==> src/dctm_defs.vh <==
`ifndef DCTM_DEFS_VH
`define DCTM_DEFS_VH
// ==========================================
// register word index (avalon word address)
`define DCTM_IDX_MADDR 2'h0
`define DCTM_IDX_PADDR 2'h1
`define DCTM_IDX_COUNT 2'h2
`define DCTM_IDX_CTRL 2'h3
`define DCTM_IDX_MASTER 4'h8
`define DCTM_HALF_BIT 2
`define DCTM_GLOBAL_BIT 3
// ==========================================
// control register fields
`define DCTM_CT_TE 0
`define DCTM_CT_IE 1
`define DCTM_CT_SZ 2
`define DCTM_CT_DEC 3
`define DCTM_CT_STEP 4
`define DCTM_CT_MODE 6:5
`define DCTM_CT_BLK 7
`define DCTM_CT_TMS 8
`define DCTM_CT_SRC 11:9
`define DCTM_CT_W 12
`define DCTM_CT_RST 12'h000
// ==========================================
// master register fields
`define DCTM_MS_ME 0
`define DCTM_MS_BUSY 1
// ==========================================
// modes
`define DCTM_MODE_IO 2'h0
`define DCTM_MODE_IDLE 2'h1
`define DCTM_MODE_REPT 2'h2
`define DCTM_MODE_FULL 2'h3
// ==========================================
// activation sources
`define DCTM_SRC_TXE 3'h4
`define DCTM_SRC_RXF 3'h5
`define DCTM_SRC_AUTO_BURST 3'h0
`define DCTM_SRC_AUTO_STEAL 3'h2
// ==========================================
// constants
`define DCTM_PERIPH_HIGH 16'hffff
`define DCTM_CNT_LAST16 16'h0001
`define DCTM_CNT_LAST8 8'h01
`endif

==> src/dctm_sync.v <==
`timescale 1ns/100ps
`default_nettype none
// ==========================================
// three-stage pin synchroniser, output moves when stages two and three agree
module dctm_sync #(
	parameter RST_VAL = 1'b1
) (
	input wire clk,
	input wire rst,
	input wire pin,
	output reg level
);
	reg s1_reg;
	reg s2_reg;
	reg s3_reg;

	always @(posedge clk) begin
		if (rst) begin
			s1_reg <= RST_VAL;
			s2_reg <= RST_VAL;
			s3_reg <= RST_VAL;
			level <= RST_VAL;
		end else begin
			s1_reg <= pin;
			s2_reg <= s1_reg;
			s3_reg <= s2_reg;
			if (s2_reg == s3_reg)
				level <= s3_reg;
		end
	end
endmodule
`default_nettype wire

==> src/dctm_channel.v <==
// The implementer's own choices: the register addresses and the Avalon-MM slave port.
`timescale 1ns/100ps
`default_nettype none
`include "dctm_defs.vh"
module dctm_channel (
	input wire clk,
	input wire rst,
	input wire [3:0] avs_address,
	input wire avs_read,
	input wire avs_write,
	input wire [31:0] avs_writedata,
	output reg [31:0] avs_readdata,
	output wire avs_waitrequest,
	input wire [3:0] timer_evt,
	input wire serial_tx_empty,
	input wire serial_rx_full,
	input wire ext_req_n,
	input wire nmi,
	output wire bus_req,
	input wire bus_grant,
	output reg [23:0] m_addr,
	output wire m_read,
	output wire m_write,
	output wire m_word,
	output wire [15:0] m_wdata,
	input wire [15:0] m_rdata,
	input wire m_ack,
	output reg [1:0] end_irq
);
	localparam ST_IDLE = 2'h0;
	localparam ST_REQ = 2'h1;
	localparam ST_RD = 2'h2;
	localparam ST_WR = 2'h3;

	reg [23:0] memory_address_reg [0:1];
	reg [7:0] peripheral_address_low_reg [0:1];
	reg [15:0] transfer_count_reg [0:1];
	reg [11:0] ctrl_reg [0:1];
	reg master_transfer_enable_reg;
	reg [1:0] state_reg;
	reg cur_reg;
	reg full_reg;
	reg rx_reg;
	reg [1:0] pend_reg;
	reg [15:0] data_reg;
	reg rd_ack_reg;
	reg pin_prev_reg;
	wire pin_level;

	// ==========================================
	// step and restore helpers
	function [23:0] fstep;
		input [23:0] a;
		input en;
		input dec;
		input sz;
		reg [23:0] s;
		begin
			s = {22'h0, sz, ~sz};
			if (!en)
				fstep = a;
			else if (dec)
				fstep = a - s;
			else
				fstep = a + s;
		end
	endfunction

	function [23:0] frest;
		input [23:0] a;
		input dec;
		input sz;
		input [7:0] n;
		reg [23:0] span;
		begin
			span = sz ? {15'h0, n, 1'b0} : {16'h0000, n};
			frest = dec ? a + span : a - span;
		end
	endfunction

	// ==========================================
	// external request pin
	dctm_sync #(
		.RST_VAL(1'b1)
	) u_sync (
		.clk(clk),
		.rst(rst),
		.pin(ext_req_n),
		.level(pin_level)
	);

	always @(posedge clk) begin
		if (rst)
			pin_prev_reg <= 1'b1;
		else
			pin_prev_reg <= pin_level;
	end

	// ==========================================
	// activation decode
	wire [11:0] c0 = ctrl_reg[0];
	wire [11:0] c1 = ctrl_reg[1];
	wire full = c0[`DCTM_CT_MODE] == `DCTM_MODE_FULL;
	wire pin_fall = pin_prev_reg & ~pin_level;
	// only the B half and full mode take the external pin
	wire [7:0] vec_a = {2'b00, serial_rx_full, serial_tx_empty, timer_evt};
	wire [7:0] vec_b = {~pin_level, pin_fall, serial_rx_full, serial_tx_empty, timer_evt};
	wire ev0 = full ? vec_b[c0[`DCTM_CT_SRC]] : vec_a[c0[`DCTM_CT_SRC]];
	wire ev1 = vec_b[c1[`DCTM_CT_SRC]];
	wire auto0 = full & ~c0[`DCTM_CT_BLK] &
		(c0[`DCTM_CT_SRC] == `DCTM_SRC_AUTO_BURST | c0[`DCTM_CT_SRC] == `DCTM_SRC_AUTO_STEAL);
	wire burst0 = auto0 & (c0[`DCTM_CT_SRC] == `DCTM_SRC_AUTO_BURST);
	wire me = master_transfer_enable_reg;
	wire go0 = me & c0[`DCTM_CT_TE] & (auto0 | pend_reg[0]);
	wire go1 = me & c1[`DCTM_CT_TE] & ~full & pend_reg[1] &
		(c1[`DCTM_CT_MODE] != `DCTM_MODE_FULL);
	wire take0 = (state_reg == ST_IDLE) & go0;
	wire take1 = (state_reg == ST_IDLE) & ~go0 & go1;

	// ==========================================
	// unit update values
	wire upd = (state_reg == ST_WR) & m_ack;
	wire [11:0] cc = ctrl_reg[cur_reg];
	wire [23:0] ma = memory_address_reg[cur_reg];
	wire [15:0] cn = transfer_count_reg[cur_reg];
	wire [1:0] md = cc[`DCTM_CT_MODE];
	wire [23:0] sh_adv = fstep(ma, md != `DCTM_MODE_IDLE, cc[`DCTM_CT_DEC], cc[`DCTM_CT_SZ]);
	wire [23:0] fa_adv = fstep(memory_address_reg[0], c0[`DCTM_CT_STEP], c0[`DCTM_CT_DEC], c0[`DCTM_CT_SZ]);
	wire [23:0] fb_adv = fstep(memory_address_reg[1], c1[`DCTM_CT_STEP], c1[`DCTM_CT_DEC], c0[`DCTM_CT_SZ]);
	wire rept_wrap = cn[15:8] == `DCTM_CNT_LAST8;
	wire blk_end = transfer_count_reg[0][15:8] == `DCTM_CNT_LAST8;
	wire blk_mode = full_reg & c0[`DCTM_CT_BLK];
	reg fin;
	always @* begin
		if (full_reg)
			fin = blk_mode ? blk_end & (transfer_count_reg[1] == `DCTM_CNT_LAST16)
				: transfer_count_reg[0] == `DCTM_CNT_LAST16;
		else
			fin = (md != `DCTM_MODE_REPT) & (cn == `DCTM_CNT_LAST16);
	end
	// keep the bus inside a block or a burst, drop it otherwise
	wire cont = full_reg & ~fin & me & ~nmi & cc[`DCTM_CT_TE] &
		((burst0 & ~blk_mode) | (blk_mode & ~blk_end));

	// ==========================================
	// bus side
	wire [23:0] periph = {`DCTM_PERIPH_HIGH, peripheral_address_low_reg[cur_reg]};
	assign bus_req = state_reg != ST_IDLE;
	assign m_read = state_reg == ST_RD;
	assign m_write = state_reg == ST_WR;
	assign m_word = full_reg ? c0[`DCTM_CT_SZ] : cc[`DCTM_CT_SZ];
	assign m_wdata = data_reg;

	always @* begin
		if (full_reg)
			m_addr = m_read ? memory_address_reg[0] : memory_address_reg[1];
		else if (rx_reg)
			m_addr = m_read ? periph : ma;
		else
			m_addr = m_read ? ma : periph;
	end

	// ==========================================
	// transfer engine state
	always @(posedge clk) begin
		if (rst) begin
			state_reg <= ST_IDLE;
			cur_reg <= 1'b0;
			full_reg <= 1'b0;
			rx_reg <= 1'b0;
			data_reg <= 16'h0000;
			pend_reg <= 2'b00;
		end else begin
			// a new request wins over the clear of the one being taken
			// transfer enable off drops requests, so no stale unit runs after set-up;
			// master enable off keeps them for the resume
			pend_reg[0] <= c0[`DCTM_CT_TE] & (ev0 | (pend_reg[0] & ~take0));
			pend_reg[1] <= c1[`DCTM_CT_TE] & (ev1 | (pend_reg[1] & ~take1));
			case (state_reg)
			ST_IDLE: begin
				if (take0 | take1) begin
					cur_reg <= take1;
					full_reg <= take0 & full;
					rx_reg <= (take1 ? c1[`DCTM_CT_SRC] : c0[`DCTM_CT_SRC]) == `DCTM_SRC_RXF;
					state_reg <= ST_REQ;
				end
			end
			ST_REQ: begin
				if (bus_grant)
					state_reg <= ST_RD;
			end
			ST_RD: begin
				if (m_ack) begin
					data_reg <= m_rdata;
					state_reg <= ST_WR;
				end
			end
			ST_WR: begin
				if (m_ack) begin
					if (!cont)
						state_reg <= ST_IDLE;
					else if (bus_grant)
						state_reg <= ST_RD;
					else
						state_reg <= ST_REQ;
				end
			end
			default: state_reg <= ST_IDLE;
			endcase
		end
	end

	// ==========================================
	// registers: software access, then engine, then nmi
	assign avs_waitrequest = avs_read & ~rd_ack_reg;
	wire wr_half = avs_address[`DCTM_HALF_BIT];
	wire wr_loc = avs_write & ~avs_address[`DCTM_GLOBAL_BIT];

	always @(posedge clk) begin
		if (rst) begin
			memory_address_reg[0] <= 24'h000000;
			memory_address_reg[1] <= 24'h000000;
			peripheral_address_low_reg[0] <= 8'h00;
			peripheral_address_low_reg[1] <= 8'h00;
			transfer_count_reg[0] <= 16'h0000;
			transfer_count_reg[1] <= 16'h0000;
			ctrl_reg[0] <= `DCTM_CT_RST;
			ctrl_reg[1] <= `DCTM_CT_RST;
			master_transfer_enable_reg <= 1'b0;
			end_irq <= 2'b00;
		end else begin
			end_irq <= 2'b00;
			if (wr_loc) begin
				case (avs_address[1:0])
				`DCTM_IDX_MADDR: memory_address_reg[wr_half] <= avs_writedata[23:0];
				`DCTM_IDX_PADDR: peripheral_address_low_reg[wr_half] <= avs_writedata[7:0];
				`DCTM_IDX_COUNT: transfer_count_reg[wr_half] <= avs_writedata[15:0];
				default: ctrl_reg[wr_half] <= avs_writedata[11:0];
				endcase
			end
			if (avs_write && avs_address == `DCTM_IDX_MASTER)
				master_transfer_enable_reg <= avs_writedata[`DCTM_MS_ME];
			if (upd && !full_reg) begin
				case (md)
				`DCTM_MODE_REPT: begin
					if (rept_wrap) begin
						transfer_count_reg[cur_reg][15:8] <= cn[7:0];
						memory_address_reg[cur_reg] <= frest(sh_adv, cc[`DCTM_CT_DEC],
							cc[`DCTM_CT_SZ], cn[7:0]);
					end else begin
						transfer_count_reg[cur_reg][15:8] <= cn[15:8] - 8'h01;
						memory_address_reg[cur_reg] <= sh_adv;
					end
				end
				default: begin
					memory_address_reg[cur_reg] <= sh_adv;
					transfer_count_reg[cur_reg] <= cn - 16'h0001;
					if (fin) begin
						ctrl_reg[cur_reg][`DCTM_CT_TE] <= 1'b0;
						end_irq[cur_reg] <= cc[`DCTM_CT_IE];
					end
				end
				endcase
			end
			if (upd && full_reg) begin
				memory_address_reg[0] <= fa_adv;
				memory_address_reg[1] <= fb_adv;
				if (!blk_mode) begin
					transfer_count_reg[0] <= transfer_count_reg[0] - 16'h0001;
				end else if (blk_end) begin
					transfer_count_reg[0][15:8] <= transfer_count_reg[0][7:0];
					transfer_count_reg[1] <= transfer_count_reg[1] - 16'h0001;
					if (c0[`DCTM_CT_TMS])
						memory_address_reg[0] <= frest(fa_adv, c0[`DCTM_CT_DEC],
							c0[`DCTM_CT_SZ], transfer_count_reg[0][7:0]);
					else
						memory_address_reg[1] <= frest(fb_adv, c1[`DCTM_CT_DEC],
							c0[`DCTM_CT_SZ], transfer_count_reg[0][7:0]);
				end else begin
					transfer_count_reg[0][15:8] <= transfer_count_reg[0][15:8] - 8'h01;
				end
				if (fin) begin
					ctrl_reg[0][`DCTM_CT_TE] <= 1'b0;
					end_irq[0] <= c0[`DCTM_CT_IE];
				end
			end
			if (nmi)
				master_transfer_enable_reg <= 1'b0;
		end
	end

	// ==========================================
	// avalon read, one wait cycle
	always @(posedge clk) begin
		if (rst) begin
			rd_ack_reg <= 1'b0;
			avs_readdata <= 32'h00000000;
		end else begin
			rd_ack_reg <= avs_read & ~rd_ack_reg;
			if (avs_read && !rd_ack_reg) begin
				if (avs_address == `DCTM_IDX_MASTER)
					avs_readdata <= {30'h0, bus_req, me};
				else if (avs_address[`DCTM_GLOBAL_BIT])
					avs_readdata <= 32'h00000000;
				else begin
					case (avs_address[1:0])
					`DCTM_IDX_MADDR: avs_readdata <= {8'h00, memory_address_reg[wr_half]};
					`DCTM_IDX_PADDR: avs_readdata <= {24'h000000, peripheral_address_low_reg[wr_half]};
					`DCTM_IDX_COUNT: avs_readdata <= {16'h0000, transfer_count_reg[wr_half]};
					default: avs_readdata <= {20'h00000, ctrl_reg[wr_half]};
					endcase
				end
			end
		end
	end
endmodule
`default_nettype wire

==> config.mk <==
export PLATFORM = sky130hd
export DESIGN_NAME = dctm_channel
export DESIGN_NICKNAME = d
export VERILOG_FILES = /design/src/dctm_sync.v /design/src/dctm_channel.v
export VERILOG_INCLUDE_DIRS = /design/src
export SDC_FILE = /design/constraint.sdc
export NUM_CORES = 1
export LEC_CHECK = 0
export BUFFER_PORTS_ARGS = -buffer_cell sky130_fd_sc_hd__buf_2
export CORE_ASPECT_RATIO = 0.75
export CORE_MARGIN = 2
export CORE_UTILIZATION = 50
export CTS_BUF_LIST = sky130_fd_sc_hd__clkbuf_4
export DETAILED_ROUTE_END_ITERATION = 8
export PLACE_DENSITY_LB_ADDON = 0.25
export RECOVER_POWER = 50
export SYNTH_ARGS = -nofsm -noshare
export SYNTH_HDL_FRONTEND = slang
export SYNTH_SLANG_ARGS = --single-unit
==> constraint.sdc <==
create_clock -name clk -period 15.89 [get_ports clk]
set_input_delay 0 -clock clk [delete_from_list [all_inputs] [get_ports clk]]
set_output_delay 0 -clock clk [all_outputs]
set_load 0.02 [all_outputs]
==> results.toml, run 1 <==
[critical_path]
start_kind = "flip-flop"
end_kind = "flip-flop"
crit_type = "flip-flop to flip-flop"
worstPathArrival_ns = 8.31
crit_required_ns = 16.26
critPathMaxFanout = 32

[pwr]
finalPower_uw = 1570
netSwitchingPower_uw = 699
p_int_uw = 876
p_comb_share_pct = 47.8
switching_share_pct = 44.4
p_seq_share_pct = 34.2
peakVddDrop_mv = 0.0430
power.leakage_uw = 0.00888
p_clk_share_pct = 18.0
power_density_nw_per_um2 = 70.8

[sta]
slew_headroom_pct = -115
hold_viol_final = 0
period_minus_slack_ns = 7.94
worstMarginPinSlew_ns = 3.23
rsz0062_at_grt = "no"
max_freq_ghz = 0.126
finClkSkew_ns = 0.0354
fin_crit_sh_pct = 50.0
finalSetupViolations = 0
setup_tns_ns = 0
drv_slew = 128

[floorplan]
die_h_um = 179
fp.dieW_um = 237
dieArea_um2 = 42400
rows = 64
core_um2 = 40500
ios = 145
start_util_pct = 50.3

[yosys]
synthCells = 2541
syn_area_um2 = 20400
ys_seq_area_share_pct = 23.2
ys.flop_type = "edfxtp_1"
synth-edff-count = 118
synthDistinctLibCells = 102
synth_area_leaders = "edfxtp_1 17%, ha_1 9.5%, dfxtp_1 5.8%"
yosys_warnings = 0
syn_avg_cell_area_um2 = 8.02
synth-seq-cells = 177
yosysTopAreaCell = "edfxtp_1"
async_flop_share_pct = 0
netlist.area_leader.share_pct = 17.4

[detailed_routing]
drt-initial-drc-count = 3163
drc = 0
drt_wl_total_mm = 82.8
via_per_inst = 6.70
postRouteAntennaNets = 0
first_pass_iters = 7
vias = 21400
routed_wire_length_per_instance_um = 25.9

[clocking]
clkSinkCount = 177
numCtsBuffers = 17
cts_setup_buffers = 0
post_cts_resized = 0
cts_tree = "done"
clk_pin_slew_worst_paths_ns = 0.19
clk_latency_ns = 0.68
cts-root-buf = "clkbuf_4"
clockBufferDepth = 2
h-tree-depth = 4

[run_status]
violations = "max-capacitance violations, max-slew violations"
status = "finished with violations"

[final_layout]
area_delta_synth_final_pct = 9.16
largest_reg_flops = 48
drive_gt1_share_pct = 10.8
fin_nets = 2875
final_common_cell = "nand2_1"
layout_common_cells = "278 x nand2_1, 237 x nor2_1, 220 x a21oi_1"

[grt]
antenna_found_initial = 4
grt_overflow = 0
grt_usage_pct = 37.8
grt_pass1_wl_mm = 119
grt_max_degree = 70
grt_pass1_vias = 18800

[worst_hold_path]
min_path_type = "primary input to flip-flop"

[placed_design]
portBuffers = 128
hpwl_mm = 63.5
place.gp.congestion = 1.02

[flow_run]
max_cap_violations = 3
-- final timing paths --
check	to	slack (ns)	cells after the start	start
worst max-delay path	memory_address_reg[0][22]$_DFFE_PP_	7.95	20	flip-flop
worst min-delay path	u_sync.s1_reg$_SDFF_PP1_	0.04	3	ext_req_n
worst max register to register	memory_address_reg[0][22]$_DFFE_PP_	7.95	20	flip-flop
worst min register to register	u_sync.s2_reg$_SDFF_PP1_	0.45	1	u_sync.s1_reg$_SDFF_PP1_
-- per-stage QoR --
| stage | worst slack [ns] | util [%] | area (um^2) | hold slack [ns] | cells |
|---|---|---|---|---|---|
| finish | 7.95 | 54.9 | 22300 | 0.0363 | 3194 |
| global route | 7.60 | 54.9 | 22300 | 0.0136 | 3193 |
| CTS | 9.08 | 55.1 | 22300 | 0.00891 | 3189 |
| detailed placement | 9.12 | 52.6 | 21300 | 0.196 | 3087 |
| global placement | 9.15 | 52.6 | 21300 | 0.182 | 3087 |
| floorplan | 10.14 | - | 20400 | 0.0793 | 2548 |
-- layer usage --
metal  share of wire, %  vias up  global-route usage [%]
li1                   -     9720                       -
met1                 43    10100                    54.4
met2                 38     1426                    49.6
met3                 17      119                    18.6
met4                2.0        2                    8.28
met5               0.18        -                    2.45
-- timing repair --
item,in CTS,in global routing
setup endpoints to repair,0,0
hold endpoints to repair,130,0
hold buffers,71,0
-- critical path, cell delays in order (launching register included) --
cell,delay (ns)
dfxtp_1,1.53
o21a_1,0.74
inv_2,0.46
ha_1,0.54
nand4_1,0.13
a211oi_1,0.37
o2111ai_1,0.23
a31oi_1,0.25
nor2_1,0.08
xor2_1,0.14
a21oi_1,0.27
ha_1,0.35
a21o_1,0.22
a21o_1,0.20
a221o_1,0.35
a31oi_1,0.30
mux2i_1,0.24
nor3_1,0.08
a41o_1,0.27
o21ai_0,0.18
nor3b_1,0.70
-- area by class of cell --
cell class | count | area (um^2)
fill | 3723 | 18300
multi-input combinational | 2142 | 14800
inverter | 79 | 297
antenna | 5 | 12.5
clock buffer | 17 | 128
clock inverter | 14 | 145
timing repair buffer | 232 | 1530
sequential | 177 | 4730
tap | 528 | 661
-- cells by family after synthesis --
logic type | after synthesis | share of synthesized area (%)
AND/OR/NAND/NOR | 849 | 19.4
other | 1 | 0.0184
adder cells (fa/ha/maj) | 160 | 10.0
XOR/XNOR | 160 | 6.87
flip-flops | 177 | 23.2
buffers and inverters | 229 | 4.71
AO/OA/AOI/OAI | 824 | 26.8
multiplexers | 141 | 8.92
-- power by group through the flow --
stage	logic [uW]	clock network, uW	registers (uW)
2_1_floorplan	515	0	533
3_3_place_gp	701	0	544
3_5_place_dp	710	0	545
4_1_cts	724	279	535
5_1_grt	810	294	539
6_report	753	284	538
-- synth_stat cells (all sizes together), types with 18 or more instances --
master  number
and3        20
a221oi      73
nor3        67
o21a        36
and2        54
ha         154
buf         42
nand2b      24
clkbuf     108
a21oi      221
a211oi      39
o31ai       21
mux2        67
nand2      282
edfxtp     118
o21ai      158
nor2b       19
nand4       18
o211ai      18
xor2        63
inv         78
mux2i       49
nand3       47
nor2       242
xnor2       97
dfxtp       59
a21o        61
mux4        25
a22oi       28
a31oi       45
Note: power is estimated with default switching activity, not from simulation.
==> inputs of run 2 (changes only) <==
Clock period 15.89 ns to 7.8 ns, I/O delays scaled along.
==> run 2 against run 1 <==
The flow still finishes with violations (max-capacitance violations, max-slew violations). Register-to-register slack got worse by 6.7 ns. Clock power rose by 120%. Die area did not move. Wire length fell by 3.3%. Fmax rose by 21%. Non-clock buffer count rose by 1. Flip-flop and latch count did not move. Setup slack got worse by 6.7 ns. First-iteration DRC count rose by 5.3%. Critical path type unchanged. Critical endpoint is now memory_address_reg[0][21]$_DFFE_PP_. Largest cell class unchanged.
==> results.toml, run 2 (synthesis gave the netlist of run 1 again) <==
[grt]
grt_pass1_vias = 18900
grt_pass1_wl_mm = 117
grt_overflow = 0
grt_usage_pct = 36.7
grt_max_degree = 70
antenna_found_initial = 3

[clocking]
cts_tree = "done"
clk_latency_ns = 0.68
h-tree-depth = 4
clkSinkCount = 177
clockBufferDepth = 2
cts_setup_buffers = 0
numCtsBuffers = 17
cts-root-buf = "clkbuf_4"
clk_pin_slew_worst_paths_ns = 0.18

[critical_path]
worstPathArrival_ns = 6.95
reg2reg_slack_ns = 1.27
crit_type = "flip-flop to flip-flop"
crit_required_ns = 8.22
crit_chain = "buf_4 > nand2_1 > o21a_1 > inv_2 > ha_1 > o21ai_0 > a211oi_1 > o21ai_1 > a21boi_0 > o21ai_0 > nor3b_1 > o31ai_1 > ha_1 > a21o_1 > a31o_2 > a22oi_1 > nand2_1 > or2_2 > a41oi_1 > o21ai_0 > xnor2_1 > nor2_1 > o311a_1"
crit_top_cell = "o21ai_0"
critPathMaxFanout = 29
worst_path_largest_cell_delay_ns = 0.58
start_kind = "flip-flop"
timing.critical_path.slowest_stage_cell = "o21a_1"
reg2reg_from = "ctrl_reg[1][3]$_SDFFCE_PN0P_"
r2r_cells = 23
reg2reg_to = "memory_address_reg[0][21]$_DFFE_PP_"
end_kind = "flip-flop"

[sta]
rsz0062_at_grt = "no"
finClkSkew_ns = 0.0402
slew_headroom_pct = -108
max_freq_ghz = 0.153
setup_tns_ns = 0
worstMarginPinSlew_ns = 3.12
finalSetupViolations = 0
holdWs_ns = 0.0582
fin_crit_sh_pct = 83.8
drv_slew = 95
hold_viol_final = 0
period_minus_slack_ns = 6.53

[detailed_routing]
drc = 0
drt_wl_total_mm = 80.1
via_per_inst = 6.74
postRouteAntennaNets = 0
drt-initial-drc-count = 3332
vias = 21500
first_pass_iters = 8
routed_wire_length_per_instance_um = 25.1

[floorplan]
start_util_pct = 50.3
core_um2 = 40500
die_h_um = 179
rows = 64
fp.dieW_um = 237
ios = 145
dieArea_um2 = 42400

[final_layout]
nFillCells = 3788
fin_util_pct = 55.1
final_cell_area_um2 = 22300
final_common_cell = "nand2_1"
layout_common_cells = "278 x nand2_1, 237 x nor2_1, 220 x a21oi_1"
largest_reg_flops = 48
fin_nets = 2876
area_delta_synth_final_pct = 9.43
drive_gt1_share_pct = 10.7

[pwr]
switching_share_pct = 43.8
peakVddDrop_mv = 0.0913
p_int_uw = 1820
p_comb_share_pct = 47.2
power_density_nw_per_um2 = 145
netSwitchingPower_uw = 1420
p_clk_share_pct = 18.9
p_seq_share_pct = 34.0
power.leakage_uw = 0.00885
finalPower_uw = 3240

[worst_hold_path]
hold_depth = 3
min_to = "u_sync.s1_reg$_SDFF_PP1_"
hp-start = "ext_req_n"
min_path_type = "primary input to flip-flop"

[placed_design]
hpwl_mm = 61.0
place_area_um2 = 21300
portBuffers = 128
place.gp.congestion = 1.04

[run_status]
status = "finished with violations"
violations = "max-capacitance violations, max-slew violations"

[flow_run]
max_cap_violations = 2
run 2: cell count changes in the layout (fill, tap and decap cells not counted), moves of 2 or more:
cell	before	now
inv_6	5	3
buf_4	30	26
inv_8	2	4
dlygate4sd3_1	71	74
clkinv_4	2	0
clkinvlp_4	0	3
run 2: layout make-up:
class                           count  area, um^2  area share (%)
Inverter                           79         297            1.33
Clock inverter                     15         190           0.852
Multi-Input combinational cell   2142       14800            66.1
Clock buffer                       17         128           0.572
Sequential cell                   177        4730            21.2
Antenna cell                        4        10.0          0.0449
Timing Repair Buffer              233        1540            6.91
Tap cell                          528         661            2.96
run 2: how the worst max path moves through the flow:
stage	start	to	slack, ns	depth (start not counted)
floorplan	ctrl_reg[0][3]$_SDFFCE_PN0P_	memory_address_reg[0][21]$_DFFE_PP_	2.05	25
global placement	ctrl_reg[1][3]$_SDFFCE_PN0P_	memory_address_reg[1][21]$_DFFE_PP_	1.54	23
detailed placement	ctrl_reg[1][3]$_SDFFCE_PN0P_	memory_address_reg[1][21]$_DFFE_PP_	1.38	23
CTS	ctrl_reg[1][3]$_SDFFCE_PN0P_	memory_address_reg[1][21]$_DFFE_PP_	1.34	23
global route	ctrl_reg[1][3]$_SDFFCE_PN0P_	memory_address_reg[1][21]$_DFFE_PP_	0.74	23
finish	ctrl_reg[1][3]$_SDFFCE_PN0P_	memory_address_reg[0][21]$_DFFE_PP_	1.27	23
run 2: critical path: cells and delay by family (launching register included):
| kind | cells | cell delay, ns |
|---|---|---|
| compound gates | 13 | 3.27 |
| fa+ha+maj | 2 | 0.93 |
| simple gates | 5 | 0.77 |
| buf+inv | 2 | 0.68 |
| flops | 1 | 0.44 |
| xor+xnor | 1 | 0.17 |
run 2: metrics by stage:
stage | worst slack [ns] | cells
final | 1.27 | 3195
after global routing | 0.745 | 3193
after CTS | 1.34 | 3191
after detailed placement | 1.38 | 3085
after global placement | 1.54 | 3085
after floorplan | 2.05 | 2548
run 2: per-layer routing:
metal | up-vias | global-route usage [%] | wire length [um]
li1 | 9722 | - | -
met1 | 10200 | 52.7 | 33600
met2 | 1478 | 49.9 | 30600
met3 | 175 | 14.6 | 13500
met4 | 2 | 10.9 | 2520
met5 | - | 0 | 17
run 2: timing repair:
item                                    CTS  global route
endpoints found under the setup margin    0             0
resized for setup                         0             0
endpoints found under the hold margin   135             0
hold buffers                             74             0
run 2: power by group through the flow:
stage                     logic (uW)  clock network, uW  registers (uW)
after global routing            1640                630            1100
after global placement          1400                  0            1110
after floorplan                 1050                  0            1090
after CTS                       1470                606            1090
final                           1530                611            1100
after detailed placement        1440                  0            1110
